==> config.mk <==
export PLATFORM = sky130hd
export DESIGN_NAME = repetitive_circular_position_wrap
export DESIGN_NICKNAME = d
export VERILOG_FILES = /design/src/hdl/pos_wrap_pkg.sv /design/src/hdl/frac_if.sv /design/src/hdl/frac_accum.sv /design/src/hdl/repetitive_circular_position_wrap.sv /design/src/hdl/step_rate_div.sv
export SDC_FILE = /design/constraint.sdc
export NUM_CORES = 1
export LEC_CHECK = 0
export BUFFER_PORTS_ARGS = -buffer_cell sky130_fd_sc_hd__buf_2
export CORE_MARGIN = 1.5
export CORE_UTILIZATION = 40
export DETAILED_ROUTE_END_ITERATION = 7
export PLACE_DENSITY = 0.64
export SETUP_SLACK_MARGIN = 0.02
export SLEW_MARGIN = 20
export SYNTH_ARGS = -nofsm -noshare
export SYNTH_HDL_FRONTEND = slang
export SYNTH_HIERARCHICAL = 1
export SYNTH_SLANG_ARGS = --single-unit
export TNS_END_PERCENT = 5
==> constraint.sdc <==
create_clock -name core_clk -period 14.55 [get_ports core_clk]
set_input_delay 1.455 -clock core_clk [delete_from_list [all_inputs] [get_ports core_clk]]
set_output_delay 1.455 -clock core_clk [all_outputs]
set_load 0.1 [all_outputs]
==> src/hdl/pos_wrap_pkg.sv <==
// Shared constants for the repetitive and circular position block
package pos_wrap_pkg;
	localparam int unsigned ADDR_W = 8;
	localparam int unsigned DATA_W = 32;
	localparam int unsigned PERIOD_W = 16;

	localparam logic [7:0] OFS_TARGET_POSITION    = 8'h00;
	localparam logic [7:0] OFS_SWITCH_COMPARE_CFG = 8'h01;
	localparam logic [7:0] OFS_RAMP_SELECTION     = 8'h20;
	localparam logic [7:0] OFS_ACTUAL_POSITION    = 8'h21;
	localparam logic [7:0] OFS_MOTION_STATUS      = 8'h22;
	localparam logic [7:0] OFS_REVOLUTION_COUNT   = 8'h23;
	localparam logic [7:0] OFS_STEP_PERIOD        = 8'h24;
	localparam logic [7:0] OFS_WRAP_RANGE_LIMIT   = 8'h36;
	localparam logic [7:0] OFS_REVOLUTION_FRACT   = 8'h7C;

	localparam int unsigned CFG_ZERO_ON_ARRIVAL = 0;
	localparam int unsigned CFG_WRAP_ENABLE     = 1;
	localparam int unsigned CFG_VELOCITY_RUN    = 2;
	localparam int unsigned CFG_VELOCITY_NEG    = 3;
	localparam int unsigned CFG_USED_W          = 4;

	localparam int unsigned RAMP_SEL_W     = 3;
	localparam int unsigned RAMP_POSITION  = 2;

	localparam int unsigned STAT_REACHED = 0;
	localparam int unsigned STAT_MOVING  = 1;
	localparam int unsigned STAT_DIR_FWD = 2;
	localparam int unsigned STAT_HOLD    = 3;

	localparam logic [31:0]         RST_WORD         = 32'h0000_0000;
	localparam logic [PERIOD_W-1:0] RST_STEP_PERIOD  = 16'h0064;
	localparam logic [31:0]         ONE_STEP         = 32'h0000_0001;
endpackage

==> src/hdl/frac_if.sv <==
// Link between the motion logic and the revolution fraction accumulator
`timescale 1ns/1ps
interface frac_if;
	logic        add;
	logic [31:0] fraction;
	logic        carry;

	modport accum (input add, input fraction, output carry);
	modport user  (output add, output fraction, input carry);
endinterface

==> src/hdl/frac_accum.sv <==
// Fractional microsteps-per-revolution accumulator
`timescale 1ns/1ps
module frac_accum (
	input  wire logic core_clk,
	input  wire logic arst_n,
	frac_if.accum     fr
);
	logic [31:0] acc_r;
	logic [32:0] sum;

	// One whole microstep at one integer bit and 31 fraction bits
	localparam logic [32:0] WHOLE_STEP = 33'h0_8000_0000;

	// Carry is seen before the add so the caller can hold in the same step
	// A fraction above one can leave a second whole step to drain on the held pass
	assign sum      = {1'b0, acc_r} + {1'b0, fr.fraction};
	assign fr.carry = sum >= WHOLE_STEP;

	always_ff @(posedge core_clk or negedge arst_n) begin
		if (!arst_n) begin
			acc_r <= pos_wrap_pkg::RST_WORD;
		end else if (fr.add) begin
			acc_r <= fr.carry ? 32'(sum - WHOLE_STEP) : sum[31:0];
		end
	end
endmodule

==> src/hdl/repetitive_circular_position_wrap.sv <==
// Repetitive positioning and circular position wrap for a step generator
`timescale 1ns/1ps
module repetitive_circular_position_wrap (
	input  wire logic        core_clk,
	input  wire logic        arst_n,
	input  wire logic [7:0]  reg_addr,
	input  wire logic [31:0] reg_wdata,
	input  wire logic        reg_wr,
	input  wire logic        reg_rd,
	output logic      [31:0] reg_rdata_r,
	output logic             step_pulse_r,
	output logic             step_dir_fwd_r,
	output logic             target_reached_r
);
	logic [31:0]                         cfg_r;
	logic [pos_wrap_pkg::RAMP_SEL_W-1:0] ramp_sel_r;
	logic [31:0]                         target_r;
	logic [31:0]                         actual_r;
	logic [31:0]                         actual_nxt;
	logic [31:0]                         range_r;
	logic [31:0]                         frac_r;
	logic [31:0]                         rev_cnt_r;
	logic [pos_wrap_pkg::PERIOD_W-1:0]   period_r;
	logic                                hold_r;
	logic                                tick;
	logic                                wrap_en;
	logic                                pos_mode;
	logic                                arrived;
	logic                                arrival_clear;
	logic                                want_move;
	logic                                move_fwd;
	logic                                at_top;
	logic                                at_bot;
	logic                                crossing;
	logic                                hold_set;
	logic                                in_range;
	logic signed [32:0]                  diff;
	logic                                wr_cfg;
	logic                                wr_actual;

	frac_if fr ();

	// Shorter way round a circle of twice the range
	function automatic logic path_forward(input logic signed [32:0] d, input logic [31:0] r);
		logic [32:0] mag;
		mag = d[32] ? 33'(-d) : 33'(d);
		return (!d[32] && d != '0) ^ (mag > {1'b0, r});
	endfunction

	function automatic logic wr_hit(input logic [7:0] ofs);
		return reg_wr && reg_addr == ofs;
	endfunction

	step_rate_div #(
		.W (pos_wrap_pkg::PERIOD_W)
	) u_div (
		.core_clk (core_clk),
		.arst_n   (arst_n),
		.period   (period_r),
		.tick_r   (tick)
	);

	frac_accum u_acc (
		.core_clk (core_clk),
		.arst_n   (arst_n),
		.fr       (fr.accum)
	);

	assign wr_cfg    = wr_hit(pos_wrap_pkg::OFS_SWITCH_COMPARE_CFG);
	assign wr_actual = wr_hit(pos_wrap_pkg::OFS_ACTUAL_POSITION);

	// A zero range leaves wrap off even with the enable bit set
	assign wrap_en  = cfg_r[pos_wrap_pkg::CFG_WRAP_ENABLE] && range_r != '0;
	assign pos_mode = ramp_sel_r[pos_wrap_pkg::RAMP_POSITION];
	assign arrived  = actual_r == target_r;
	assign arrival_clear = pos_mode && arrived && cfg_r[pos_wrap_pkg::CFG_ZERO_ON_ARRIVAL];
	assign diff     = $signed({target_r[31], target_r}) - $signed({actual_r[31], actual_r});
	assign in_range = $signed(actual_r) >= -$signed(range_r) && $signed(actual_r) < $signed(range_r);

	always_comb begin
		if (pos_mode) begin
			want_move = !arrived;
			move_fwd  = wrap_en ? path_forward(diff, range_r) : !diff[32];
		end else begin
			want_move = cfg_r[pos_wrap_pkg::CFG_VELOCITY_RUN];
			move_fwd  = !cfg_r[pos_wrap_pkg::CFG_VELOCITY_NEG];
		end
	end

	assign at_top   = wrap_en && actual_r == range_r - pos_wrap_pkg::ONE_STEP;
	assign at_bot   = wrap_en && actual_r == 32'(-range_r);
	assign crossing = tick && want_move && ((move_fwd && at_top) || (!move_fwd && at_bot));
	// Held passes add nothing, they only drain whole steps still owed
	assign fr.add      = crossing;
	assign fr.fraction = hold_r ? pos_wrap_pkg::RST_WORD : frac_r;
	assign hold_set    = fr.add && fr.carry;

	always_comb begin
		actual_nxt = actual_r;
		if (arrival_clear) begin
			actual_nxt = pos_wrap_pkg::RST_WORD;
		end else if (tick && want_move) begin
			if (crossing) begin
				if (!hold_set) begin
					actual_nxt = move_fwd ? 32'(-range_r) : range_r - pos_wrap_pkg::ONE_STEP;
				end
			end else begin
				actual_nxt = move_fwd ? actual_r + pos_wrap_pkg::ONE_STEP : actual_r - pos_wrap_pkg::ONE_STEP;
			end
		end
	end

	always_ff @(posedge core_clk or negedge arst_n) begin
		if (!arst_n) begin
			actual_r <= pos_wrap_pkg::RST_WORD;
		end else if (wr_actual) begin
			actual_r <= reg_wdata;
		end else begin
			actual_r <= actual_nxt;
		end
	end

	always_ff @(posedge core_clk or negedge arst_n) begin
		if (!arst_n) begin
			hold_r <= 1'b0;
		end else if (!wrap_en || wr_actual) begin
			hold_r <= 1'b0;
		end else if (hold_set) begin
			hold_r <= 1'b1;
		end else if (crossing) begin
			hold_r <= 1'b0;
		end
	end

	always_ff @(posedge core_clk or negedge arst_n) begin
		if (!arst_n) begin
			rev_cnt_r <= pos_wrap_pkg::RST_WORD;
		end else if (!wrap_en) begin
			rev_cnt_r <= pos_wrap_pkg::RST_WORD;
		end else if (crossing && !hold_set && !wr_actual) begin
			rev_cnt_r <= move_fwd ? rev_cnt_r + pos_wrap_pkg::ONE_STEP : rev_cnt_r - pos_wrap_pkg::ONE_STEP;
		end
	end

	// A held step still goes out to the driver
	always_ff @(posedge core_clk or negedge arst_n) begin
		if (!arst_n) begin
			step_pulse_r     <= 1'b0;
			step_dir_fwd_r   <= 1'b1;
			target_reached_r <= 1'b0;
		end else begin
			step_pulse_r     <= tick && want_move && !arrival_clear && !wr_actual;
			target_reached_r <= arrived;
			if (tick && want_move) begin
				step_dir_fwd_r <= move_fwd;
			end
		end
	end

	always_ff @(posedge core_clk or negedge arst_n) begin
		if (!arst_n) begin
			cfg_r      <= pos_wrap_pkg::RST_WORD;
			ramp_sel_r <= '0;
			target_r   <= pos_wrap_pkg::RST_WORD;
			range_r    <= pos_wrap_pkg::RST_WORD;
			frac_r     <= pos_wrap_pkg::RST_WORD;
			period_r   <= pos_wrap_pkg::RST_STEP_PERIOD;
		end else if (reg_wr) begin
			case (reg_addr)
				pos_wrap_pkg::OFS_SWITCH_COMPARE_CFG: cfg_r <= {28'h0, reg_wdata[pos_wrap_pkg::CFG_USED_W-1:0]};
				pos_wrap_pkg::OFS_RAMP_SELECTION:     ramp_sel_r <= reg_wdata[pos_wrap_pkg::RAMP_SEL_W-1:0];
				pos_wrap_pkg::OFS_TARGET_POSITION:    target_r <= reg_wdata;
				pos_wrap_pkg::OFS_WRAP_RANGE_LIMIT:   range_r <= reg_wdata;
				pos_wrap_pkg::OFS_REVOLUTION_FRACT:   frac_r <= reg_wdata;
				pos_wrap_pkg::OFS_STEP_PERIOD:        period_r <= reg_wdata[pos_wrap_pkg::PERIOD_W-1:0];
				default: ;
			endcase
		end
	end

	// Range is write-only and reads back as zero
	always_ff @(posedge core_clk or negedge arst_n) begin
		if (!arst_n) begin
			reg_rdata_r <= pos_wrap_pkg::RST_WORD;
		end else if (reg_rd) begin
			case (reg_addr)
				pos_wrap_pkg::OFS_SWITCH_COMPARE_CFG: reg_rdata_r <= cfg_r;
				pos_wrap_pkg::OFS_RAMP_SELECTION:     reg_rdata_r <= {29'h0, ramp_sel_r};
				pos_wrap_pkg::OFS_TARGET_POSITION:    reg_rdata_r <= target_r;
				pos_wrap_pkg::OFS_ACTUAL_POSITION:    reg_rdata_r <= actual_r;
				pos_wrap_pkg::OFS_REVOLUTION_COUNT:   reg_rdata_r <= rev_cnt_r;
				pos_wrap_pkg::OFS_REVOLUTION_FRACT:   reg_rdata_r <= frac_r;
				pos_wrap_pkg::OFS_STEP_PERIOD:        reg_rdata_r <= {16'h0, period_r};
				pos_wrap_pkg::OFS_MOTION_STATUS:      reg_rdata_r <= {28'h0, hold_r, step_dir_fwd_r, want_move, arrived};
				default:                              reg_rdata_r <= pos_wrap_pkg::RST_WORD;
			endcase
		end else begin
			reg_rdata_r <= pos_wrap_pkg::RST_WORD;
		end
	end

	chk_stop_at_target: assert property (@(posedge core_clk) disable iff (!arst_n)
		pos_mode && arrived && !cfg_r[pos_wrap_pkg::CFG_ZERO_ON_ARRIVAL] |=> !step_pulse_r)
		else $error("step issued while parked at target");

	chk_zero_on_arrival: assert property (@(posedge core_clk) disable iff (!arst_n)
		arrival_clear && !wr_actual |=> actual_r == pos_wrap_pkg::RST_WORD)
		else $error("actual position not cleared on arrival");

	chk_repeat_restart: assert property (@(posedge core_clk) disable iff (!arst_n)
		arrival_clear && !wr_actual && target_r != '0 && !reg_wr |=> want_move)
		else $error("ramp did not restart after clear");

	chk_range_kept: assert property (@(posedge core_clk) disable iff (!arst_n)
		wrap_en && in_range && !reg_wr |=> in_range)
		else $error("actual position left the wrap range");

	chk_wrap_upward: assert property (@(posedge core_clk) disable iff (!arst_n)
		crossing && move_fwd && !hold_set && !wr_actual |=> actual_r == 32'(-range_r))
		else $error("upward wrap target wrong");

	chk_wrap_downward: assert property (@(posedge core_clk) disable iff (!arst_n)
		crossing && !move_fwd && !hold_set && !wr_actual |=> actual_r == range_r - pos_wrap_pkg::ONE_STEP)
		else $error("downward wrap target wrong");

	chk_hold_one_step: assert property (@(posedge core_clk) disable iff (!arst_n)
		hold_set && !wr_actual && !wr_cfg |=> hold_r && actual_r == $past(actual_r) && fr.fraction == pos_wrap_pkg::RST_WORD)
		else $error("overflow hold not taken");

	chk_rev_count_up: assert property (@(posedge core_clk) disable iff (!arst_n)
		crossing && move_fwd && !hold_set && !wr_actual && !wr_cfg |=> rev_cnt_r == $past(rev_cnt_r) + 32'h1)
		else $error("revolution counter not incremented");

	chk_rev_cleared: assert property (@(posedge core_clk) disable iff (!arst_n)
		!wrap_en |=> rev_cnt_r == pos_wrap_pkg::RST_WORD)
		else $error("revolution counter not cleared");

	chk_no_wrap_off: assert property (@(posedge core_clk) disable iff (!arst_n)
		!wrap_en |-> !fr.add && !crossing)
		else $error("wrap activity with wrap disabled");

	chk_no_idle_step: assert property (@(posedge core_clk) disable iff (!arst_n)
		!(tick && want_move)
		|=> !step_pulse_r)
		else $error("step issued without a rate tick");

	chk_step_on_tick: assert property (@(posedge core_clk) disable iff (!arst_n)
		tick && want_move && !arrival_clear && !wr_actual
		|=> step_pulse_r)
		else $error("wanted step not issued");

	chk_dir_follows: assert property (@(posedge core_clk) disable iff (!arst_n)
		tick && want_move
		|=> step_dir_fwd_r == $past(move_fwd))
		else $error("step direction does not follow the chosen way");

	chk_reached_flag: assert property (@(posedge core_clk) disable iff (!arst_n)
		!arrived
		|=> !target_reached_r)
		else $error("target flag set away from target");

	chk_clear_no_step: assert property (@(posedge core_clk) disable iff (!arst_n)
		arrival_clear
		|=> !step_pulse_r)
		else $error("step issued on the arrival clear");

	chk_free_up: assert property (@(posedge core_clk) disable iff (!arst_n)
		!wrap_en && tick && want_move && move_fwd && !arrival_clear && !wr_actual
		|=> actual_r == $past(actual_r) + pos_wrap_pkg::ONE_STEP)
		else $error("unlimited forward step wrong");

	chk_free_down: assert property (@(posedge core_clk) disable iff (!arst_n)
		!wrap_en && tick && want_move && !move_fwd && !arrival_clear && !wr_actual
		|=> actual_r == $past(actual_r) - pos_wrap_pkg::ONE_STEP)
		else $error("unlimited backward step wrong");

	chk_rev_count_down: assert property (@(posedge core_clk) disable iff (!arst_n)
		crossing && !move_fwd && !hold_set && !reg_wr
		|=> rev_cnt_r == $past(rev_cnt_r) - pos_wrap_pkg::ONE_STEP)
		else $error("revolution counter not decremented");

	chk_hold_no_count: assert property (@(posedge core_clk) disable iff (!arst_n)
		hold_set && !reg_wr
		|=> rev_cnt_r == $past(rev_cnt_r))
		else $error("revolution counted on a held step");

	chk_hold_pulses: assert property (@(posedge core_clk) disable iff (!arst_n)
		hold_set && !wr_actual
		|=> step_pulse_r)
		else $error("held step not sent to the driver");

	chk_whole_frac_holds: assert property (@(posedge core_clk) disable iff (!arst_n)
		crossing && !hold_r && frac_r[$bits(frac_r)-1]
		|-> hold_set)
		else $error("fraction of one did not hold the revolution");

	chk_target_write: assert property (@(posedge core_clk) disable iff (!arst_n)
		reg_wr && reg_addr == pos_wrap_pkg::OFS_TARGET_POSITION
		|=> target_r == $past(reg_wdata))
		else $error("target change not taken");

	chk_frac_write: assert property (@(posedge core_clk) disable iff (!arst_n)
		reg_wr && reg_addr == pos_wrap_pkg::OFS_REVOLUTION_FRACT
		|=> frac_r == $past(reg_wdata))
		else $error("revolution fraction not taken");

	chk_short_direct: assert property (@(posedge core_clk) disable iff (!arst_n)
		pos_mode && wrap_en && want_move && diff < $signed({1'b0, range_r}) && diff > -$signed({1'b0, range_r})
		|-> move_fwd == !diff[32])
		else $error("direct way not taken");

	chk_short_across: assert property (@(posedge core_clk) disable iff (!arst_n)
		pos_mode && wrap_en && want_move && (diff > $signed({1'b0, range_r}) || diff < -$signed({1'b0, range_r}))
		|-> move_fwd == diff[32])
		else $error("way across the wrap point not taken");
endmodule

==> src/hdl/step_rate_div.sv <==
// Step rate divider producing a one-cycle step enable
`timescale 1ns/1ps
module step_rate_div #(
	parameter int unsigned W = pos_wrap_pkg::PERIOD_W
) (
	input  wire logic         core_clk,
	input  wire logic         arst_n,
	input  wire logic [W-1:0] period,
	output logic              tick_r
);
	logic [W-1:0] cnt_r;

	// Period zero stops stepping altogether
	always_ff @(posedge core_clk or negedge arst_n) begin
		if (!arst_n) begin
			cnt_r  <= '0;
			tick_r <= 1'b0;
		end else if (period == '0 || cnt_r >= period - W'(1)) begin
			cnt_r  <= '0;
			tick_r <= (period != '0);
		end else begin
			cnt_r  <= cnt_r + W'(1);
			tick_r <= 1'b0;
		end
	end
endmodule

==> impl_metrics.toml, run 1 <==
[timing]
fin_setup_tns_ns = 0
fmax_mhz = 101.1
period_share_pct = 68.00
rsz0062_at_grt = "no"
setup_viol_count_final = 0
max_slew_margin_pct = 31.16
worstMarginPinSlew_ns = 1.030
fin_hold_ws_ns = 0.5115
maxSlewViolCount = 0
fin_crit_ns = 9.894
skew_ns = 0.05383
timing.final.hold_violations = 0

[placed_design]
dpl_cell_area_sq_um = 22610
io_buffers = 78
dpl.hpwl_mm = 59.34
gp_congestion = 0.9664

[finish]
drive_above_1_share_pct = 14.82
diodes = 0
stdcell_area_sq_um = 23690
multiInputGateArea_sq_um = 14060
seqCellArea_sq_um = 6711
nets = 2682
area_delta_synth_final_pct = 9.224
num-fill-cells = 5243

[yosys]
ys_types = 102
synth_top_area_cell = "dfrtp_1"
ys_seq_area_share_pct = 30.94
syn_inst = 2514
async_flop_share_pct = 100.0
synth-edff-count = 0
yosys-top-cells-area = "dfrtp_1, mux2_2, ha_1, xnor2_1, a21oi_1"
avgSynthCellArea_sq_um = 8.628
synth_warnings = 6
ys_top_cells_by_count = "dfrtp_1, nand2_1, a21oi_1, nor2_1, xnor2_1"
synth.net_count = 2683
syn_area_sq_um = 21690
synth-main-ff-cell = "dfrtp_1"
synth.top_cell.area_share_pct = 30.46
synthMostInstantiatedCell = "dfrtp_1"
ys_ff_latch = 268

[routing]
vias = 20035
wirelength_mm = 76.88
drc_errors = 0
avgViaCountPerCell = 6.197
routedWlPerCell_microns = 23.78
drtPass1Iterations = 6
ant_nets = 0
dr.first_iter.drc_count = 1851

[power_and_ir_drop]
switching_power_w = 0.0008024
ir_drop_mv = 0.1077
internal_power_w = 0.001492
pwr-share-comb_pct = 28.3
pwr-share-seq_pct = 35.5
clock_power_share_pct = 36.2
p_sw_share_pct = 34.97
p_per_area_nw_per_um2 = 96.85
p_leak_nw = 10.35

[clock_tree]
clkTransAtPathRegs_ns = 0.07
post_cts_buffers = 0
htreeDepth = 1
clock-sinks = 268
cts_tree = "done"
cts_resized = 0
clk_latency_ns = 0.62
root_buffer = "clkbuf_16"
cts_max_path_buffers = 3
hold_buffers = 0
cts_buffers = 30

[global_route]
antenna_found_initial = 0
grt_remaining_overflow = 0
grt_usage_pct = 27.13
grt_pass1_wl_mm = 117.3
grt_max_degree = 162
grt_pass1_vias = 19375

[floorplanning]
die_y_microns = 235.9
ios = 79
start_util_pct = 40.38
die_w_microns = 235.9
fp.coreArea_sq_um = 53710
core.rowCount = 85
dieArea_sq_um = 55630

[worst_hold_path]
min-delay-path-class = "reg -> reg"

[critical_path]
critPathMaxStageDelay_ns = 0.62
critPathMostFrequentCell = "xnor2_1"
cp.required_ns = 14.97
startpoint_type = "flop"
end_kind = "flop"
critPathMaxFanout = 13
cp_slowest_cell = "dfrtp_1"
critical_path_class = "reg -> reg"
crit_arrival_ns = 10.31

[flow_run]
cap_viol_max_count = 0

[run_status]
outcome = "completed"
==> worst max-delay path: cells and delay by family (launching register included) <==
kind | cells | cell delay, ns
AO/OA/AOI/OAI | 11 | 2.56
buffers and inverters | 3 | 0.74
flip-flops | 1 | 0.62
XOR/XNOR | 4 | 0.48
multiplexers | 1 | 0.11
adder cells (fa/ha/maj) | 3 | 1.11
AND/OR/NAND/NOR | 17 | 4.06
==> power groups by stage <==
| stage | sequential (W) | combinational (W) | clock (W) |
|---|---|---|---|
| global route | 0.000817 | 0.000709 | 0.000876 |
| CTS | 0.000812 | 0.000641 | 0.000844 |
| detailed placement | 0.000826 | 0.000638 | 0 |
| global placement | 0.000825 | 0.000630 | 0 |
| finish | 0.000814 | 0.000650 | 0.000830 |
| floorplan | 0.000804 | 0.000465 | 0 |
==> area by class of cell <==
cell class	count	area share [%]
flip-flops and latches	268	28.33
repair buffers	102	2.503
clock inverters	21	1.125
multi-input cells	2010	59.34
clock buffers	35	3.417
well taps	696	3.676
inverters	101	1.611
==> sequential cells by signal (all words and copies together), names as in the netlist, 3 cells and up <==
signal,count
target_r,32
actual_r,32
cfg_r,4
frac_r,32
rev_cnt_r,32
u_acc/acc_r,32
period_r,16
reg_rdata_r,32
u_div/cnt_r,16
range_r,32
ramp_sel_r,3
==> placed cells by master, fill, tap and decap left out, types with 9 or more instances in the layout <==
cell type,n
nor3b_1,9
o22ai_1,11
a21oi_1,189
nand3_1,104
mux2i_1,27
xnor2_1,174
nand4_1,49
a31oi_1,22
dfrtp_1,264
inv_1,95
o31ai_1,11
buf_2,77
a222oi_1,19
buf_4,23
mux2_2,148
or3_1,39
clkbuf_16,30
a211oi_1,19
or4_1,14
and2_1,14
a21o_1,29
nor2_1,176
and3_1,31
and4_1,9
nand2_1,212
nor4_1,37
nor2b_1,42
o21ai_0,111
nand2b_1,14
o21ai_1,11
xor2_1,50
o21a_1,11
o211ai_1,13
ha_1,123
a22oi_1,53
nor3_1,83
==> path summary, 6_finish.rpt <==
kind,cells past startpoint,slack (ns),end,start
min,1,0.51,u_acc/acc_r[4],u_acc/acc_r[4]
min reg2reg,1,0.51,u_acc/acc_r[4],u_acc/acc_r[4]
max,39,4.66,actual_r[26],actual_r[11]
max in group asynchronous,2,12.26,u_acc/acc_r[19],arst_n
max reg2reg,39,4.66,actual_r[26],actual_r[11]
min in group asynchronous,1,0.84,range_r[1],arst_n
==> routing by layer <==
layer,global-route usage [%],up-vias,part of all wire [%],wire length [microns]
li1,-,9197,-,-
met1,37.32,9928,44,33850
met2,43.55,761,46,34990
met3,3.359,149,6.8,5206
met4,10.09,0,3.7,2826
met5,0,-,0,0
==> cell families (layout without fill, tap and decap cells) <==
| logic type | Yosys count | in the layout | synth area share [%] |
|---|---|---|---|
| simple gates | 879 | 879 | 20.63 |
| compound gates | 601 | 601 | 18.28 |
| flops | 268 | 268 | 30.94 |
| mux | 178 | 178 | 9.149 |
| fa+ha+maj | 125 | 125 | 7.280 |
| xor+xnor | 227 | 227 | 9.270 |
| buf+inv | 236 | 259 | 4.448 |
==> through the flow <==
stage	std cells	total power, W	utilization (%)	setup WS [ns]
finish	3233	0.002294	44.11	4.656
global route	3233	0.002402	44.11	4.019
CTS	3233	0.002297	44.11	4.863
detailed placement	3177	0.001464	42.11	4.947
global placement	3177	0.001455	42.11	5.011
floorplan	2514	0.001270	-	5.929
Note: power is estimated with default switching activity, not from simulation.
==> run 2: changes to the inputs <==
--- a/config.mk
+++ b/config.mk
@@ -5,11 +5,12 @@
 export SDC_FILE = /design/constraint.sdc
 export NUM_CORES = 1
 export LEC_CHECK = 0
+export ABC_AREA = 1
 export BUFFER_PORTS_ARGS = -buffer_cell sky130_fd_sc_hd__buf_2
 export CORE_MARGIN = 1.5
 export CORE_UTILIZATION = 40
 export DETAILED_ROUTE_END_ITERATION = 7
-export PLACE_DENSITY = 0.64
+export PLACE_DENSITY = 0.65
 export SETUP_SLACK_MARGIN = 0.02
 export SLEW_MARGIN = 20
 export SYNTH_ARGS = -nofsm -noshare
==> constraint.sdc (replaced) <==
create_clock -name core_clk -period 8.9 [get_ports core_clk]
set_input_delay 0.89 -clock core_clk [delete_from_list [all_inputs] [get_ports core_clk]]
set_output_delay 0.89 -clock core_clk [all_outputs]
set_load 0.1 [all_outputs]
==> run 2 against run 1 <==
  * Power grew to 2.6 times the previous value
  * Clock-buffer cell count grew 14
  * Non-clock buffer count grew 7
  * Sequential share of layout area shrank 3.7 points
  * Global-route usage grew 2.4 points
  * Clock skew shrank 0.0052 ns
  * Wire length grew 24%
  * Sequential cell count is the same
  * Combinational power grew to 4.6 times the previous value
  * Hold slack lost 0.19 ns
  * Clock power grew 99%
  * Die area grew 14%
  * Critical endpoint is now actual_r[27]
  * Largest cell class unchanged
  * Highest routed layer unchanged
==> impl_metrics.toml, run 2 <==
[routing]
avgViaCountPerCell = 5.456
ant_nets = 0
wirelength_mm = 95.10
vias = 25978
drtPass1Iterations = 6
drc_errors = 0
routedWlPerCell_microns = 19.98
dr.first_iter.drc_count = 2801

[power_and_ir_drop]
p_per_area_nw_per_um2 = 220.7
ir_drop_mv = 0.1666
p_total_w = 0.006015
p_leak_nw = 14.58

[finish]
num-fill-cells = 6587
seqCellArea_sq_um = 6711
area_delta_synth_final_pct = 9.758
multiInputGateArea_sq_um = 15340
layout_common_cells = "nand2_1, inv_1, nor2_1"
final_common_cell = "nand2_1"
fin_cells = 4761
diodes = 0
drive_above_1_share_pct = 7.303
nets = 4112

[clock_tree]
post_cts_buffers = 0
clkTransAtPathRegs_ns = 0.06
hold_buffers = 0
cts_resized = 0
root_buffer = "clkbuf_16"
clock-sinks = 268
cts_tree = "done"
clk_latency_ns = 0.60
cts_buffers = 36
htreeDepth = 2
cts_max_path_buffers = 3

[critical_path]
cp.required_ns = 9.39
crit_family = "simple AND/OR/NAND/NOR gates"
crit_arrival_ns = 8.44
cp_slowest_cell = "dfrtp_1"
reg2reg_slack_ns = 0.95
end_kind = "flop"
critPathMostFrequentCell = "nand2_1"
startpoint_type = "flop"
critPathMaxFanout = 39
critical_path_class = "reg -> reg"
critPathMaxStageDelay_ns = 0.57
crit_buf_inv = 7

[run_status]
outcome = "completed"

[yosys]
synth-edff-count = 0
synth.top_cell.area_share_pct = 26.60
avgSynthCellArea_sq_um = 6.346
ys_ff_latch = 268
ys_types = 61
syn_inst = 3914
synth_top_area_cell = "dfrtp_1"
async_flop_share_pct = 100.0
syn_area_sq_um = 24840
synth_warnings = 6
yosys-top-cells-area = "dfrtp_1, nand2_1, inv_1, ha_1, nor2_1"
ys_top_cells_by_count = "nand2_1, inv_1, nor2_1, dfrtp_1, nand3_1"
ys_seq_area_share_pct = 27.02
synth-main-ff-cell = "dfrtp_1"
synthMostInstantiatedCell = "nand2_1"
synth.net_count = 4083

[timing]
timing.final.hold_violations = 0
maxSlewViolCount = 0
skew_ns = 0.04862
period_share_pct = 89.31
fin_crit_ns = 7.949
max_slew_margin_pct = 24.50
fin_setup_tns_ns = 0
fmax_mhz = 125.8
rsz0062_at_grt = "no"
setup_viol_count_final = 0
worstMarginPinSlew_ns = 1.132

[global_route]
grt_max_degree = 113
grt_util_met2_pct = 44.04
grt_remaining_overflow = 0
grt_pass1_wl_mm = 143.7
grt_pass1_vias = 23492
globalRouteMet1Util_pct = 41.98
busiest_layer = "met2"
antenna_found_initial = 0
grt_usage_pct = 29.51
grt_use_met3_pct = 4.243

[floorplanning]
core.rowCount = 91
dieArea_sq_um = 63600
start_util_pct = 40.40
die_y_microns = 252.2
ios = 79
fp.coreArea_sq_um = 61480
die_w_microns = 252.2

[worst_hold_path]
min-delay-path-class = "in -> async"

[flow_run]
cap_viol_max_count = 0

[placed_design]
io_buffers = 78
dpl.hpwl_mm = 75.36
dpl.cell_count = 4695
gp_congestion = 0.9942
-- run 2: kinds of logic after synthesis --
family,after synthesis,share of synthesized area [%]
compound gates,584,13.73
xor+xnor,196,7.153
buf+inv,713,11.35
flops,268,27.02
simple gates,2028,34.38
fa+ha+maj,125,6.357
-- run 2: layout make-up --
type / count / share of cell area (%)
timing repair buffer: 109 / 2.368
tap: 790 / 3.626
clock inverter: 17 / 0.9868
multi-input combinational: 2933 / 56.27
clock buffer: 49 / 3.933
inverter: 595 / 8.197
sequential: 268 / 24.62
-- run 2: final timing paths --
kind,to,startpoint,cells past startpoint
max,actual_r[27],actual_r[24],45
min,range_r[3],arst_n,1
max reg2reg,actual_r[27],actual_r[24],45
min reg2reg,u_acc/acc_r[22],u_acc/acc_r[22],2
max in group asynchronous,u_acc/acc_r[25],arst_n,3
min in group core_clk,u_acc/acc_r[22],u_acc/acc_r[22],2
-- run 2: worst reg2reg max path: cells and delay by family (launching register included) --
kind | cells | cell delay, ns
AO/OA/AOI/OAI | 4 | 0.54
buffers and inverters | 7 | 1.19
XOR/XNOR | 2 | 0.45
flip-flops | 1 | 0.57
adder cells (fa/ha/maj) | 2 | 0.78
AND/OR/NAND/NOR | 30 | 4.34
-- run 2: metal layers --
metal	vias up	share of wire, %
met3	209	8.2
met2	1188	42
met5	-	0
met4	0	5.1
met1	11955	45
li1	12626	-
-- run 2: metrics by stage --
stage                     area, sq um  util (%)  setup WS, ns  hold WS, ns
final                           27260     44.34        0.9512       0.3180
after global routing            27260     44.34        0.3871       0.4127
after CTS                       27260     44.33         1.188       0.3897
after detailed placement        25910     42.15         1.229       0.4664
after global placement          25910     42.15         1.163       0.4590
after floorplan                 24840         -         2.697       0.4459
-- run 2: where the power goes --
group	internal (W)	switching, W
clock	0.00102	0.000625
sequential	0.00127	0.0000884
combinational	0.000954	0.00206
total	0.00325	0.00277
